`src/inc/sps_pkg.sv`:
```
// shared constants and types of the start-up and protection sequencer
package sps_pkg;

  // ----------------------------------------------------------------
  // clock and timing
  // ----------------------------------------------------------------
  localparam int CLK_PERIOD_NS = 100;
  localparam int T_ZCS_NS = 50000;             // zero-current fallback after gate end
  localparam int T_VALLEY_NS = 4000;           // valley fallback after demagnetization
  localparam int T_PFC_MIN_PERIOD_NS = 4000;   // shortest stroke period (frequency limit)
  localparam int ZCS_CYC = T_ZCS_NS / CLK_PERIOD_NS;
  localparam int VALLEY_CYC = T_VALLEY_NS / CLK_PERIOD_NS;
  localparam int PFC_MIN_PERIOD_CYC = (T_PFC_MIN_PERIOD_NS + CLK_PERIOD_NS - 1) / CLK_PERIOD_NS;
  localparam int CNT_W = 10;

  // ----------------------------------------------------------------
  // comparator bundle, one bit per analogue comparator
  // ----------------------------------------------------------------
  typedef struct packed {
    logic vcc_above_trip;
    logic vcc_above_uvlo;
    logic vcc_above_startup;
    logic latch_above_en;
    logic latch_below_prot;
    logic pfc_ss_charged;
    logic fb_ss_charged;
    logic pfc_sense_above_lim;
    logic flyback_control_input_timeout;
    logic power_factor_output_sense_ovp;
    logic mains_below_stop;
    logic mains_above_start;
    logic overtemp;
    logic aux_demag;
    logic aux_valley;
    logic pfc_ton_done;
  } sps_cmp_t;

  localparam int CMP_W = $bits(sps_cmp_t);
  localparam logic [CMP_W-1:0] CMP_RESET = '0;

  // ----------------------------------------------------------------
  // state encodings
  // ----------------------------------------------------------------
  typedef enum logic [3:0] {
    SEQ_CHARGE  = 4'h1,
    SEQ_START   = 4'h2,
    SEQ_RUN     = 4'h4,
    SEQ_LATCHED = 4'h8
  } sps_seq_t;

  typedef enum logic [3:0] {
    PH_IDLE   = 4'h1,
    PH_ON     = 4'h2,
    PH_DEMAG  = 4'h4,
    PH_VALLEY = 4'h8
  } sps_phase_t;

endpackage

```
`src/inc/sps_tmr_if.sv`:
```
// carrier between the sequencer and one fallback delay timer
`timescale 1ns/1ps
interface sps_tmr_if;
  logic restart;
  logic expired;
  modport timer (input restart, output expired);
  modport user (output restart, input expired);
endinterface

```
`src/rtl/sps_top.sv`:
```
// start-up, lockout and protection sequencer with pfc stroke timing
//
// Behaviour
// - charge current low below trip, high trip to lockout, low lockout to startup.
// - at startup threshold enable internals, stop charging, start latch source and soft-starts.
// - power-factor stage enabled once latch input enabled and its soft-start charged no later than the flyback one.
// - flyback enabled once its soft-start charged, then it regulates.
// - latch input not enabled by lockout: deactivate and resume charging.
// - flyback control timeout after start flags error and starts safe restart.
// - protection stops both; latched never restarts, safe restart recharges and restarts.
// - output overvoltage suspends power-factor switching while present.
// - mains below stop halts power-factor switching until above higher start level.
// - supply below lockout stops both, drivers off, recharge through startup pin.
// - latch input below 1.25 V is a latched protection.
// - no switching until latch input exceeded 1.35 V; no filtering.
// - mains below 750 mV then up to 870 mV clears latched protection.
// - loss of all power (power-on reset) clears latched protection.
// - overtemperature stops switching and keeps recharge off while active.
// - overtemperature stays latched until power loss or fast mains reset.
// - next stroke only after demagnetization and valley.
// - no demagnetization: zero-current indication 50 us after gate pulse.
// - no valley: synthetic valley 4 us after demagnetization.
// - above maximum frequency run discontinuous, still turning on at a valley.
// - power-factor stage controlled by on-time.
// - soft-start source on below 0.5 V, limited above, off once switching.
`timescale 1ns/1ps
module sps_top (
  input wire logic clk,
  input wire logic rst_b,
  input wire logic vcc_above_trip,
  input wire logic vcc_above_uvlo,
  input wire logic vcc_above_startup,
  input wire logic latch_above_en,
  input wire logic latch_below_prot,
  input wire logic pfc_ss_charged,
  input wire logic fb_ss_charged,
  input wire logic pfc_sense_above_lim,
  input wire logic flyback_control_input_timeout,
  input wire logic power_factor_output_sense_ovp,
  input wire logic mains_below_stop,
  input wire logic mains_above_start,
  input wire logic overtemp,
  input wire logic aux_demag,
  input wire logic aux_valley,
  input wire logic pfc_ton_done,
  output logic hv_charge_on,
  output logic hv_charge_high,
  output logic internal_enable,
  output logic latch_src_on,
  output logic ss_charge_on,
  output logic pfc_ss_src_on,
  output logic pfc_ss_src_limit,
  output logic pfc_enable,
  output logic fb_enable,
  output logic fb_drive_enable,
  output logic power_factor_gate_pulse,
  output logic zero_current_indication,
  output logic error_flag,
  output logic protect_latched,
  output logic otp_latched
);
  import sps_pkg::*;

  // ----------------------------------------------------------------
  // comparator synchronisation
  // ----------------------------------------------------------------
  sps_cmp_t cmp_raw;
  sps_cmp_t cmp;
  logic [CMP_W-1:0] cmp_vec;

  assign cmp_raw = '{vcc_above_trip, vcc_above_uvlo, vcc_above_startup, latch_above_en,
                     latch_below_prot, pfc_ss_charged, fb_ss_charged, pfc_sense_above_lim,
                     flyback_control_input_timeout, power_factor_output_sense_ovp, mains_below_stop, mains_above_start,
                     overtemp, aux_demag, aux_valley, pfc_ton_done};

  sps_sync #(.W(CMP_W)) u_sync (
    .clk(clk),
    .rst_b(rst_b),
    .async_in(cmp_raw),
    .sync_out(cmp_vec)
  );
  assign cmp = cmp_vec;

  // ----------------------------------------------------------------
  // fallback timers
  // ----------------------------------------------------------------
  sps_tmr_if zcs_if();
  sps_tmr_if valley_if();

  sps_timer #(.W(CNT_W), .DELAY(ZCS_CYC)) u_zcs_tmr (
    .clk(clk),
    .rst_b(rst_b),
    .tif(zcs_if.timer)
  );
  sps_timer #(.W(CNT_W), .DELAY(VALLEY_CYC)) u_valley_tmr (
    .clk(clk),
    .rst_b(rst_b),
    .tif(valley_if.timer)
  );

  // ----------------------------------------------------------------
  // state
  // ----------------------------------------------------------------
  typedef struct packed {
    sps_seq_t seq;
    sps_phase_t ph;
    logic pfc_en;
    logic fb_en;
    logic latch_seen;
    logic prot_latched;
    logic otp_latched;
    logic error;
    logic mains_ok;
    logic reset_armed;
    logic pfc_started;
    logic gate;
    logic zci;
    logic demag_d;
    logic valley_d;
    logic [CNT_W-1:0] period;
  } sps_top_st_t;

  localparam sps_top_st_t ST_RESET = '{seq: SEQ_CHARGE, ph: PH_IDLE, period: '0, default: 1'b0};

  sps_top_st_t st_r;
  sps_top_st_t st_nxt;

  logic pfc_allowed;
  logic period_ok;
  logic demag_evt;
  logic valley_evt;
  logic stroke_end;
  logic demag_rise;
  logic valley_rise;

  // ----------------------------------------------------------------
  // stroke qualifiers
  // ----------------------------------------------------------------
  // overvoltage and mains brownout only pause switching, nothing latches
  assign pfc_allowed = (st_r.seq == SEQ_START || st_r.seq == SEQ_RUN) && st_r.pfc_en &&
                       st_r.latch_seen && !cmp.power_factor_output_sense_ovp && st_r.mains_ok;
  assign period_ok = st_r.period >= CNT_W'(PFC_MIN_PERIOD_CYC);
  assign demag_rise = cmp.aux_demag && !st_r.demag_d;
  assign valley_rise = cmp.aux_valley && !st_r.valley_d;
  assign stroke_end = (st_r.ph == PH_ON) && (cmp.pfc_ton_done || !pfc_allowed);
  assign demag_evt = (st_r.ph == PH_DEMAG) && (demag_rise || zcs_if.expired);
  assign valley_evt = (st_r.ph == PH_VALLEY) && (valley_rise || valley_if.expired);

  // timers restart at gate end and at demagnetization
  assign zcs_if.restart = stroke_end;
  assign valley_if.restart = demag_evt;

  // ----------------------------------------------------------------
  // next state
  // ----------------------------------------------------------------
  always_comb begin
    st_nxt = st_r;
    st_nxt.zci = 1'b0;
    st_nxt.demag_d = cmp.aux_demag;
    st_nxt.valley_d = cmp.aux_valley;
    if (st_r.period != '1) begin
      st_nxt.period = st_r.period + CNT_W'(1);
    end

    // mains hysteresis for the power-factor stage
    if (cmp.mains_below_stop) begin
      st_nxt.mains_ok = 1'b0;
    end else if (cmp.mains_above_start) begin
      st_nxt.mains_ok = 1'b1;
    end

    // fast reset: dip below the low level, then rise to the high one
    if (cmp.mains_below_stop) begin
      st_nxt.reset_armed = 1'b1;
    end else if (st_r.reset_armed && cmp.mains_above_start) begin
      st_nxt.reset_armed = 1'b0;
      if (st_r.seq == SEQ_LATCHED) begin
        st_nxt.prot_latched = 1'b0;
        st_nxt.otp_latched = 1'b0;
        st_nxt.error = 1'b0;
        st_nxt.seq = SEQ_CHARGE;
      end
    end

    // sequencer
    case (st_r.seq)
      SEQ_CHARGE: begin
        if (st_r.prot_latched || st_r.otp_latched) begin
          st_nxt.seq = SEQ_LATCHED;
        end else if (cmp.vcc_above_startup) begin
          st_nxt.seq = SEQ_START;
          st_nxt.latch_seen = 1'b0;
        end
      end
      SEQ_START: begin
        // latch input is taken unfiltered, only synchronised
        if (cmp.latch_above_en) begin
          st_nxt.latch_seen = 1'b1;
        end
        if (st_r.latch_seen && cmp.pfc_ss_charged) begin
          st_nxt.pfc_en = 1'b1;
        end
        if (st_r.latch_seen && cmp.fb_ss_charged) begin
          st_nxt.fb_en = 1'b1;
          st_nxt.seq = SEQ_RUN;
        end
        if (!cmp.vcc_above_uvlo) begin
          st_nxt.seq = SEQ_CHARGE;
        end
      end
      SEQ_RUN: begin
        if (cmp.flyback_control_input_timeout) begin
          st_nxt.error = 1'b1;
          st_nxt.seq = SEQ_CHARGE;
        end else if (!cmp.vcc_above_uvlo) begin
          st_nxt.seq = SEQ_CHARGE;
        end
      end
      SEQ_LATCHED: begin
        // recharges unless overtemperature is latched, never restarts until a latch is cleared
      end
      default: begin
        st_nxt.seq = SEQ_CHARGE;
      end
    endcase

    // protections win over a simultaneous fast reset
    if (st_r.seq == SEQ_START || st_r.seq == SEQ_RUN) begin
      if (st_r.latch_seen && cmp.latch_below_prot) begin
        st_nxt.prot_latched = 1'b1;
        st_nxt.seq = SEQ_LATCHED;
      end
      if (cmp.overtemp) begin
        st_nxt.otp_latched = 1'b1;
        st_nxt.seq = SEQ_LATCHED;
      end
    end

    // leaving the active states stops both converters
    if (st_nxt.seq != SEQ_START && st_nxt.seq != SEQ_RUN) begin
      st_nxt.pfc_en = 1'b0;
      st_nxt.fb_en = 1'b0;
      st_nxt.pfc_started = 1'b0;
    end

    // power-factor stroke sequence
    case (st_r.ph)
      PH_IDLE: begin
        if (pfc_allowed) begin
          st_nxt.gate = 1'b1;
          st_nxt.pfc_started = 1'b1;
          st_nxt.period = '0;
          st_nxt.ph = PH_ON;
        end
      end
      PH_ON: begin
        if (stroke_end) begin
          st_nxt.gate = 1'b0;
          st_nxt.ph = PH_DEMAG;
        end
      end
      PH_DEMAG: begin
        if (demag_evt) begin
          st_nxt.zci = 1'b1;
          st_nxt.ph = PH_VALLEY;
        end
      end
      PH_VALLEY: begin
        // a valley inside the shortest period is skipped: the next one is used
        if (valley_evt && period_ok) begin
          st_nxt.ph = PH_IDLE;
          if (pfc_allowed) begin
            st_nxt.gate = 1'b1;
            st_nxt.period = '0;
            st_nxt.ph = PH_ON;
          end
        end
      end
      default: begin
        st_nxt.ph = PH_IDLE;
      end
    endcase
    if (st_nxt.seq != SEQ_START && st_nxt.seq != SEQ_RUN) begin
      st_nxt.gate = 1'b0;
    end
  end

  // power-on reset is the only path that clears everything
  always_ff @(posedge clk or negedge rst_b) begin
    if (!rst_b) begin
      st_r <= ST_RESET;
    end else begin
      st_r <= st_nxt;
    end
  end

  // ----------------------------------------------------------------
  // outputs
  // ----------------------------------------------------------------
  // overtemperature keeps the startup pin from recharging the supply
  assign hv_charge_on = (st_r.seq == SEQ_CHARGE || st_r.seq == SEQ_LATCHED) &&
                        !st_r.otp_latched;
  assign hv_charge_high = hv_charge_on && cmp.vcc_above_trip && !cmp.vcc_above_uvlo;
  assign internal_enable = (st_r.seq == SEQ_START || st_r.seq == SEQ_RUN);
  assign latch_src_on = internal_enable;
  assign ss_charge_on = internal_enable;
  assign pfc_ss_src_on = internal_enable && !st_r.pfc_started;
  assign pfc_ss_src_limit = pfc_ss_src_on && cmp.pfc_sense_above_lim;
  assign pfc_enable = st_r.pfc_en;
  assign fb_enable = st_r.fb_en;
  assign fb_drive_enable = (st_r.seq == SEQ_RUN) && st_r.fb_en;
  assign power_factor_gate_pulse = st_r.gate;
  assign zero_current_indication = st_r.zci;
  assign error_flag = st_r.error;
  assign protect_latched = st_r.prot_latched;
  assign otp_latched = st_r.otp_latched;
endmodule

```
`src/rtl/sps_sync.sv`:
```
// two-stage synchroniser for a vector of comparator results
`timescale 1ns/1ps
module sps_sync #(
  parameter int W = 1
) (
  input wire logic clk,
  input wire logic rst_b,
  input wire logic [W-1:0] async_in,
  output logic [W-1:0] sync_out
);
  typedef struct packed {
    logic [W-1:0] s1;
    logic [W-1:0] s2;
  } sps_sync_st_t;

  sps_sync_st_t st_r;
  sps_sync_st_t st_nxt;

  // first stage feeds only the second one
  always_comb begin
    st_nxt = st_r;
    st_nxt.s1 = async_in;
    st_nxt.s2 = st_r.s1;
  end

  always_ff @(posedge clk or negedge rst_b) begin
    if (!rst_b) begin
      st_r <= '0;
    end else begin
      st_r <= st_nxt;
    end
  end

  assign sync_out = st_r.s2;
endmodule

```
`src/rtl/sps_timer.sv`:
```
// one-shot delay timer, restartable, one-cycle expiry pulse
`timescale 1ns/1ps
module sps_timer #(
  parameter int W = 10,
  parameter int DELAY = 500
) (
  input wire logic clk,
  input wire logic rst_b,
  sps_tmr_if.timer tif
);
  typedef struct packed {
    logic [W-1:0] cnt;
    logic running;
    logic expired;
  } sps_tmr_st_t;

  sps_tmr_st_t st_r;
  sps_tmr_st_t st_nxt;

  // a restart reloads the count even while running, so the delay
  // is always measured from the latest event
  always_comb begin
    st_nxt = st_r;
    st_nxt.expired = 1'b0;
    if (tif.restart) begin
      st_nxt.cnt = W'(DELAY - 1);
      st_nxt.running = 1'b1;
    end else if (st_r.running) begin
      if (st_r.cnt == '0) begin
        st_nxt.running = 1'b0;
        st_nxt.expired = 1'b1;
      end else begin
        st_nxt.cnt = st_r.cnt - W'(1);
      end
    end
  end

  always_ff @(posedge clk or negedge rst_b) begin
    if (!rst_b) begin
      st_r <= '0;
    end else begin
      st_r <= st_nxt;
    end
  end

  assign tif.expired = st_r.expired;
endmodule

```
`config.mk`:
```
export PLATFORM = sky130hd
export DESIGN_NAME = sps_top
export DESIGN_NICKNAME = d
export VERILOG_FILES = /design/src/inc/sps_pkg.sv /design/src/inc/sps_tmr_if.sv /design/src/rtl/sps_top.sv /design/src/rtl/sps_sync.sv /design/src/rtl/sps_timer.sv
export SDC_FILE = /design/constraint.sdc
export NUM_CORES = 1
export LEC_CHECK = 0
export ABC_AREA = 1
export BUFFER_PORTS_ARGS = -buffer_cell sky130_fd_sc_hd__buf_2
export CORE_ASPECT_RATIO = 0.6
export CORE_UTILIZATION = 27
export CTS_BUF_LIST = sky130_fd_sc_hd__clkbuf_16
export DETAILED_ROUTE_END_ITERATION = 10
export PLACE_DENSITY_LB_ADDON = 0.25
export SKIP_LAST_GASP = 1
export SLEW_MARGIN = 20
export SYNTH_ARGS = -nofsm -noshare
export SYNTH_HDL_FRONTEND = slang
export SYNTH_SLANG_ARGS = --single-unit
```
`constraint.sdc`:
```
create_clock -name clk -period 1.6 [get_ports clk]
set_clock_uncertainty 0.15 [all_clocks]
set_input_delay 0.08 -clock clk [delete_from_list [all_inputs] [get_ports clk]]
set_output_delay 0.08 -clock clk [all_outputs]
set_load 0.005 [all_outputs]
```
==> results.md, run 1 <==
- Status: finished, violations left
- Violated checks: setup timing
- Die area: 15,010 um2
- Longest Clk Path Bufs: 2
- Final Non-Filler Cells: 762
- CTS tree: done
- Port Buffer Count: 32
- Worst-path clk slew: 0.07 ns
- RSZ-0062 raised after global routing: true
- Share of cells above drive strength 1: 47.72%
- Fin Hold WS: 0.05514 ns
- Top achievable clock speed: 551.9 MHz
- Worst-margin pin slew: 0.4660 ns
- Synth Flop Type: dfrtp_1
- Multi-input logic area: 1909 um2
- Worst VDD drop: 0.6310 mV
- Number of synthesized flops with an enable pin: 0
- Die Width: 157.5 um
- Leak Pwr: 2.944 nW
- DR iter-0 viols: 147
- Placed instance area: 4860 um2
- Final setup viols: 48
- Top post-synthesis cells by count: dfrtp_1 (85), nand2_1 (72), inv_1 (56)
- Largest net degree at the start of global routing: 37
- Synth top area cells: dfrtp_1 (54%), nand2_1 (6.9%), inv_1 (5.4%), nand3_1 (3.4%), nor2_1 (3.3%)
- Place WS: -0.1538 ns
- Seq/Total Area, Yosys: 55.64%
- Vias: 3,279
- Final Instance Area: 6080 um2
- PD cells: 1449 nW/um2
- Yosys Warn Count: 0
- Worst Path Required: 1.68 ns
- Register area: 2181 um2
- Post-Syn Nets: 431
- Layout Utilization: 43.69%
- Worst path cell trace: nor2_4, nand2_4, nand2_4, buf_8, buf_8, o21ai_4, o21ai_2, inv_2, o21ai_4, nand2_4, nand2_2, nand2_2
- H-Tree Depth: 3
- Fin worst setup slack: -0.2118 ns
- ANT cells: 0
- Data arrival, critical path: 1.90 ns
- WL per Instance: 12.66 um
- CP dominant cell by count: nand2_4
- Final setup TNS: -4.371 ns
- Antenna violations before repair: 0
- GRT Util Overall: 13.99%
- CTS Buf Count: 9
- Cells after Synth: 409
- Final Slew Violations: 0
- Io pins: 33
- Synth area leader: dfrtp_1
- Pre-Repair DR Iteration Count: 5
- Asr flop ratio synth: 100.0%
- Max stage delay cell, worst path: dfrtp_1
- Clock Latency Late Sink: 0.34 ns
- Most common cell in the synthesized netlist: dfrtp_1
- Max_slew headroom: 68.65%
- Post-DRT Antenna Nets: 0
- Vias/cell: 4.303
- Layout Nets: 587
- Tmin final: 1.812 ns
- Post-Route WL: 9648 um
- Crit Path Max Fanout: 7
- Top-area cell type share of the netlist area: 54.30%
- Syn Std Cell Area: 3918 um2
- Slowest cell delay on critical path: 0.43 ns
- Placed Cells: 698
- Worst hold-check path type: input pin to asynchronous set/reset pin
- Hold Vio Cnt, Final: 0
- CTS root buf: clkbuf_16
- Core area: 13,910 um2
- Row count: 33
- Syn Area/Cell: 9.578 um2
- DP Wirelength: 6571 um
- Total Power: 8.812 mW
- #FFs+latches synth: 87
- Kind of critical path: flip-flop to flip-flop
- Max_cap viols: 0
- Synth unique cells: 44
- Final period utilization: 113.2%
- Detailed-route DRC error count: 0
- Gr ovfl total: 0
- Starting density of the core: 28.15%
- First-pass GRT wire length: 16,010 um
- GPL Wtd Cong: 0.8153
- Die Y: 95.31 um
- P&R area growth vs syn: 55.19%
- Fillcell total: 1,306
- CTS Sinks: 87
- CP Launch Type: flip-flop
- Vias in the first global route: 3,268
- Worst setup EP type: flip-flop
path summary, 6_finish.rpt:
check	startpoint	end	slack, ns	depth (start not counted)
min	rst_b	u_sync.st_nxt[15]	0.06	2
min in group clk	u_sync.st_nxt[9]	u_sync.sync_out[9]	0.20	0
max reg2reg	st_r[28]	st_r[14]	-0.21	12
min reg2reg	u_sync.st_nxt[9]	u_sync.sync_out[9]	0.20	0
max	st_r[28]	st_r[14]	-0.21	12
max in group asynchronous	rst_b	st_r[27]	0.66	3
registers in the layout (all words and copies together), names as in the netlist:
name / flops
u_valley_tmr.st_r: 11
otp_latched: 1
power_factor_gate_pulse: 1
u_zcs_tmr.tif.expired: 1
protect_latched: 1
u_zcs_tmr.st_r: 11
error_flag: 1
u_sync.sync_out: 16
u_sync.st_nxt: 16
pfc_enable: 1
zero_current_indication: 1
st_r: 24
fb_enable: 1
u_valley_tmr.tif.expired: 1
routing by layer:
layer	part of all wire (%)	global-route usage, %	vias to the layer above
met2	43	20.06	50
met5	0	0	-
met4	1.3	4.693	0
met1	53	20.22	1576
met3	3.4	3.682	9
li1	-	-	1644
critical path: cells and delay by family, from the launching register on:
family / cells / cell delay [ns]
flops: 1 / 0.43
buf+inv: 3 / 0.30
simple gates: 6 / 0.56
compound gates: 3 / 0.23
final cells by class:
| type | instances | share of cell area, % |
|---|---|---|
| clock inverter | 7 | 1.008 |
| timing repair buffer | 149 | 19.96 |
| multi-input combinational | 257 | 31.41 |
| tap | 192 | 3.951 |
| sequential | 87 | 35.87 |
| inverter | 61 | 4.095 |
| clock buffer | 9 | 3.704 |
power breakdown:
part | switching (mW) | internal, mW
Clock | 0.961 | 1.09
Combinational | 1.92 | 1.91
Sequential | 0.332 | 2.60
placed cells by master, fill, tap and decap left out, types with 14 or more instances in the layout:
cell type and instances:
inv_2 14, dfrtp_1 84, nand3_1 16, buf_2 28
nor2_1 25, buf_6 22, dlygate4sd3_1 17, nand2_1 57
inv_1 41, buf_4 78
cell families (layout without fill, tap and decap cells):
family | after synthesis | count (layout) | synth area share, %
and+or+nand+nor | 189 | 190 | 24.82
DFF | 87 | 87 | 55.64
buffers and inverters | 66 | 226 | 7.154
AOI/OAI and AO/OA | 54 | 54 | 9.103
xor gates and xnor gates | 9 | 9 | 2.012
adders and majority gates | 4 | 4 | 1.278
repair_timing:
action	4_1_cts	5_1_grt
setup buffers	18	14
pin swaps	27	27
cloned	1	0
endpoints found under the setup margin	50	56
hold endpoints to repair	102	0
resized for setup	71	62
hold buffers	17	0
(Power assumes the default switching activity.)
==> run 2, diff against run 1 <==
--- a/config.mk
+++ b/config.mk
@@ -6,11 +6,11 @@
 export NUM_CORES = 1
 export LEC_CHECK = 0
 export ABC_AREA = 1
-export BUFFER_PORTS_ARGS = -buffer_cell sky130_fd_sc_hd__buf_2
 export CORE_ASPECT_RATIO = 0.6
 export CORE_UTILIZATION = 27
 export CTS_BUF_LIST = sky130_fd_sc_hd__clkbuf_16
 export DETAILED_ROUTE_END_ITERATION = 10
+export DONT_BUFFER_PORTS = 1
 export PLACE_DENSITY_LB_ADDON = 0.25
 export SKIP_LAST_GASP = 1
 export SLEW_MARGIN = 20
==> run 2 against run 1 <==
  * Register-to-register slack improved by 0.05 ns
  * Setup slack improved by 0.053 ns
  * Routed wire length is 1.1% higher
  * Critical path depth fell by 5
  * Critical path type is now flip-flop to output port
  * Sequential power about the same
  * Final cell count fell by 3.9%
  * Die area stayed put
  * Core utilization is 0.16 points higher
  * The run ends with hold timing, setup timing left
==> results.md, run 2 (synthesis results as in run 1) <==
- Status: finished, violations left
- Violated checks: hold timing, setup timing
- Io pins: 33 (unchanged)
- Crit Path Max Fanout: 3 (-4)
- Reg2reg start: u_zcs_tmr.st_r[2]
- Total Power: 8.948 mW (+1.5%)
- Setup crit start: st_r[28]
- Kind of critical path: flip-flop to output port
- Die Width: 157.5 um (unchanged)
- Gr ovfl total: 0 (unchanged)
- CTS Sinks: 87 (unchanged)
- Placed Cells: 673 (-3.6%)
- Largest register FFs: 24 (unchanged)
- Reg with most FFs: st_r
- DR iter-0 viols: 151 (+2.7%)
- Leak Pwr: 2.858 nW (-2.9%)
- CTS Buf Count: 9 (unchanged)
- Starting density of the core: 28.15% (unchanged)
- Max_cap viols: 0 (unchanged)
- Port Buffer Count: 0 (-100%)
- Final setup TNS: -3.258 ns (+1.113 ns)
- Fin Hold WS: -0.7303 ns (-0.7855 ns)
- Most frequent cells in the layout: dfrtp_1 (82), buf_4 (82), nand2_1 (46)
- First-pass GRT wire length: 15,730 um (-1.8%)
- Row count: 33 (unchanged)
- Worst path cell trace: nor2_4, buf_6, nand3_4, buf_6, a21oi_4, nand2_2, nor2_2
- CP Launch Type: flip-flop
- Core area: 13,910 um2 (unchanged)
- Worst-path clk slew: 0.08 ns (about the same)
- Register-to-register path setup slack: -0.16 ns (+0.05 ns)
- Post-Route WL: 9754 um (+1.1%)
- Longest Clk Path Bufs: 2 (unchanged)
- Pre-Repair DR Iteration Count: 4 (-1)
- Layout Utilization: 43.85% (+0.16 points)
- Final Non-Filler Cells: 732 (-3.9%)
- Worst hold-check path type: input pin to asynchronous set/reset pin
- Largest net degree at the start of global routing: 88 (+140%)
- Vias/cell: 4.343 (+0.92%)
- ANT cells: 0 (unchanged)
- Capture point of the worst reg-to-reg path: u_zcs_tmr.st_r[7]
- Hold Vio Cnt, Final: 87 (+87)
- CTS root buf: clkbuf_16
- P&R area growth vs syn: 55.76%
- Worst-margin pin slew: 0.3710 ns (-0.09502 ns)
- Max_slew headroom: 75.13% (+6.5 points)
- Slowest cell delay on critical path: 0.44 ns (about the same)
- GRT Util Overall: 13.79% (-0.20 points)
- Final period utilization: 109.9% (-3.3 points)
- Fin worst setup slack: -0.1589 ns (+0.05286 ns)
- Share of cells above drive strength 1: 49.07% (+1.4 points)
- Die area: 15,010 um2 (unchanged)
- Reg2reg path depth: 11 (-1)
- Data arrival, critical path: 1.53 ns (-0.37 ns)
- Hold buffer count at cts: 16 (-1)
- Final Instance Area: 6102 um2 (+0.37%)
- CTS tree: done
- Die Y: 95.31 um (unchanged)
- Crit path to: hv_charge_high
- CP dominant cell by count: buf_6
- GPL Wtd Cong: 0.8961 (+9.9%)
- RSZ-0062 raised after global routing: true
- Final Slew Violations: 0 (unchanged)
- Final setup viols: 41 (-15%)
- H-Tree Depth: 3 (unchanged)
- Antenna violations before repair: 0 (unchanged)
- Clock Latency Late Sink: 0.35 ns (about the same)
- Worst setup EP type: output port
- PD cells: 1466 nW/um2 (+1.2%)
- DP Wirelength: 6280 um (-4.4%)
- Vias: 3,179 (-3.0%)
- Layout Nets: 557 (-5.1%)
- Tmin final: 1.759 ns (-0.05286 ns)
- Placed instance area: 4750 um2 (-2.3%)
- WL per Instance: 13.33 um (+5.2%)
- Vias in the first global route: 3,135 (-4.1%)
- Top achievable clock speed: 568.5 MHz (+3.0%)
- Worst Path Required: 1.37 ns (-0.31 ns)
- Max stage delay cell, worst path: dfrtp_2
- Detailed-route DRC error count: 0 (unchanged)
- Worst VDD drop: 0.5240 mV (-17%)
- Post-DRT Antenna Nets: 0 (unchanged)
-- run 2: changes by cell type in the layout (fill, tap and decap cells not counted), moves of 4 or more --
cell,before,now
nand2_1,57,46
clkinv_8,0,4
buf_2,28,0
buf_4,78,82
nor2_4,11,16
inv_6,5,1
buf_6,22,16
nand2_2,11,20
-- run 2: report_power, final --
part           total (mW)  internal (mW)  leakage, nW  switching, mW
Combinational        3.85           1.91         1.64           1.94
Sequential           2.94           2.60         1.07          0.345
Clock                2.15           1.12        0.153           1.03
-- run 2: area by class of cell --
| class | instances | area, um2 |
|---|---|---|
| repair buffers | 119 | 1064 |
| flip-flops and latches | 87 | 2183 |
| clock buffers | 9 | 225.2 |
| well taps | 192 | 240.2 |
| clock inverters | 7 | 93.84 |
| fillers | 1342 | 7812 |
| multi-input cells | 257 | 2052 |
| inverters | 61 | 244.0 |
-- run 2: repair_timing --
action,in CTS,in global routing
pin swaps,34,40
setup endpoints to repair,47,53
gates resized for setup,74,84
endpoints found under the hold margin,103,87
setup buffers,10,18
cloned,2,0
-- run 2: worst min path at each step --
stage | to | slack, ns | cells after the start
6_report | u_sync.st_nxt[9] | -0.73 | 0
5_1_grt | u_sync.sync_out[9] | -0.76 | 0
4_1_cts | u_sync.st_nxt[9] | -0.75 | 0
3_5_place_dp | u_sync.st_nxt[9] | -0.36 | 0
3_3_place_gp | u_sync.sync_out[8] | -0.36 | 0
2_1_floorplan | error_flag | -0.37 | 0
-- run 2: per-stage QoR --
step,hold WS (ns),setup WS (ns)
detailed placement,-0.3633,-0.1498
floorplan,-0.3656,-0.02685
global placement,-0.3638,-0.1453
finish,-0.7303,-0.1589
global route,-0.7573,-0.2292
CTS,-0.7471,-0.1857
-- run 2: worst max-delay path, delay by kind of cell (launching register included) --
kind | cells | cell delay [ns]
buf+inv | 2 | 0.24
flops | 1 | 0.44
simple gates | 4 | 0.37
compound gates | 1 | 0.12
-- run 2: routing by layer --
metal	vias to the layer above	global-route usage [%]	wire, um
met2	40	19.10	4383
met4	0	4.935	90
li1	1585	-	-
met5	-	0	0
met3	6	3.409	312
met1	1548	20.49	4968
==> run 3, diff against run 2 <==
--- a/config.mk
+++ b/config.mk
@@ -7,11 +7,12 @@
 export LEC_CHECK = 0
 export ABC_AREA = 1
 export CORE_ASPECT_RATIO = 0.6
-export CORE_UTILIZATION = 27
+export CORE_UTILIZATION = 50
 export CTS_BUF_LIST = sky130_fd_sc_hd__clkbuf_16
 export DETAILED_ROUTE_END_ITERATION = 10
 export DONT_BUFFER_PORTS = 1
 export PLACE_DENSITY_LB_ADDON = 0.25
+export SKIP_CTS_REPAIR_TIMING = 1
 export SKIP_LAST_GASP = 1
 export SLEW_MARGIN = 20
 export SYNTH_ARGS = -nofsm -noshare
==> run 3 against run 2 <==
  * The flow still finishes with violations (hold timing, setup timing)
  * Critical endpoint is now pfc_ss_src_limit
  * Combinational power down 12%
  * Non-clock buffer count down 25
  * Sequential power about the same
  * Power down 5.6%
==> results.md, run 3 (synthesis results as in run 1) <==
- Status: finished, violations left
- Violated checks: hold timing, setup timing
- Max_slew headroom: 77.79% (+2.7 points)
- Total Power: 8.446 mW (-5.6%)
- Worst hold-check path type: input pin to asynchronous set/reset pin
- Detailed-route DRC error count: 0 (unchanged)
- Core area: 7417 um2 (-47%)
- P&R area growth vs syn: 38.55%
- Placed instance area: 4492 um2 (-5.4%)
- Final Instance Area: 5428 um2 (-11%)
- Tmin final: 1.792 ns (+0.03295 ns)
- Vias/cell: 5.069 (+17%)
- ANT cells: 0 (unchanged)
- Hold Vio Cnt, Final: 87 (unchanged)
- Reg2reg path depth: 10 (-1)
- First-pass GRT wire length: 13,570 um (-14%)
- Worst VDD drop: 1.037 mV (+98%)
- Longest Clk Path Bufs: 2 (unchanged)
- Worst setup EP type: output port
- Fin Hold WS: -0.7200 ns (+0.01032 ns)
- DP Wirelength: 5714 um (-9.0%)
- Largest register FFs: 24 (unchanged)
- Worst Path Required: 1.37 ns (about the same)
- Crit Path Max Fanout: 5 (+2)
- Most common cell after layout, fill and taps aside: dfrtp_1
- Final period utilization: 112.0% (+2.1 points)
- Row count: 24 (-27%)
- Worst-path clk slew: 0.07 ns (about the same)
- Post-DRT Antenna Nets: 0 (unchanged)
- Clock Latency Late Sink: 0.34 ns (about the same)
- Fin worst setup slack: -0.1919 ns (-0.03295 ns)
- Post-Route WL: 9288 um (-4.8%)
- Reg2reg start: st_r[30]
- PD cells: 1556 nW/um2 (+6.1%)
- GPL Wtd Cong: 0.8944 (-0.19%)
- GRT Util Overall: 22.11% (+8.3 points)
- DR iter-0 viols: 178 (+18%)
- Data arrival, critical path: 1.56 ns (+0.03 ns)
- Antenna violations before repair: 0 (unchanged)
- Max_cap viols: 0 (unchanged)
- Vias in the first global route: 2,802 (-11%)
- CP Launch Type: flip-flop
- CTS Buf Count: 9 (unchanged)
- Pre-Repair DR Iteration Count: 4 (unchanged)
- Largest net degree at the start of global routing: 88 (unchanged)
- CTS Sinks: 87 (unchanged)
- Final Slew Violations: 0 (unchanged)
- Share of cells above drive strength 1: 39.42% (-9.7 points)
- Fillcell total: 540 (-60%)
- Port Buffer Count: 0 (unchanged)
- Gr ovfl total: 0 (unchanged)
- CTS root buf: clkbuf_16
- Io pins: 33 (unchanged)
- Worst-margin pin slew: 0.3302 ns (-0.04079 ns)
- Final setup viols: 49 (+20%)
- Starting density of the core: 52.82% (+25 points)
- WL per Instance: 15.00 um (+13%)
- Register-to-register path setup slack: -0.18 ns (-0.02 ns)
- Vias: 3,138 (-1.3%)
- Die Width: 116.3 um (-26%)
- Placed Cells: 567 (-16%)
- Die area: 8205 um2 (-45%)
- RSZ-0062 raised after global routing: true
- Kind of critical path: flip-flop to output port
- Final Non-Filler Cells: 619 (-15%)
- Leak Pwr: 2.632 nW (-7.9%)
- Most frequent cells in the layout: dfrtp_1 (83), buf_4 (68), nand2_1 (55)
- Layout Nets: 532 (-4.5%)
- H-Tree Depth: 3 (unchanged)
- Top achievable clock speed: 558.1 MHz (-1.8%)
- Die Y: 70.57 um (-26%)
- Capture point of the worst reg-to-reg path: power_factor_gate_pulse
- Reg with most FFs: st_r
- CTS tree: done
==> run 3: power breakdown <==
| part | switching [mW] | leakage [nW] | internal, mW | total, mW |
|---|---|---|---|---|
| Sequential | 0.331 | 1.07 | 2.60 | 2.93 |
| Combinational | 1.75 | 1.42 | 1.64 | 3.38 |
| Clock | 0.909 | 0.147 | 1.23 | 2.14 |
| Total | 2.99 | 2.63 | 5.46 | 8.45 |
==> run 3: through the flow <==
step | utilization, % | worst slack, ns | TNS (ns) | hold WS, ns
2_1_floorplan | - | -0.02685 | -0.05489 | -0.3656
3_3_place_gp | 60.56 | -0.1319 | -2.133 | -0.3636
3_5_place_dp | 60.56 | -0.1294 | -2.537 | -0.3633
4_1_cts | 64.64 | -0.3574 | -4.729 | -0.7345
5_1_grt | 73.18 | -0.2683 | -8.732 | -0.7367
6_report | 73.18 | -0.1919 | -4.788 | -0.7200
==> run 3: cell type report <==
cell class	instances	area [um2]	area share (%)
Clock buffer	9	225.2	4.149
Clock inverter	7	77.57	1.429
Inverter	61	239.0	4.403
Multi-Input combinational cell	257	1773	32.66
Sequential cell	87	2182	40.20
Tap cell	104	130.1	2.397
Timing Repair Buffer	94	800.8	14.75
==> run 3: layer usage <==
layer	track usage, %	vias up	wire (um)
li1	-	1537	-
met1	33.35	1521	4362
met2	30.97	71	4411
met3	6.427	9	421
met4	6.410	0	92
met5	0	-	0
==> run 3: worst max-delay path: stages, from the launching register on <==
cell and delay (ns):
dfrtp_2 0.44, nor2_4 0.12, nand2_2 0.09, nand2_4 0.10, buf_8 0.13, inv_4 0.04, nor3b_2 0.17, buf_4 0.13
==> run 3: worst max-delay path by stage <==
stage                     cells after the start  slack, ns                   end                 start
after global routing                          7      -0.27      pfc_ss_src_limit              st_r[28]
after CTS                                     7      -0.36      pfc_ss_src_limit              st_r[28]
final                                         7      -0.19      pfc_ss_src_limit              st_r[28]
after floorplan                              11      -0.03  u_valley_tmr.st_r[7]  u_valley_tmr.st_r[3]
after global placement                        8      -0.13               st_r[7]              st_r[27]
after detailed placement                      8      -0.13               st_r[2]              st_r[27]
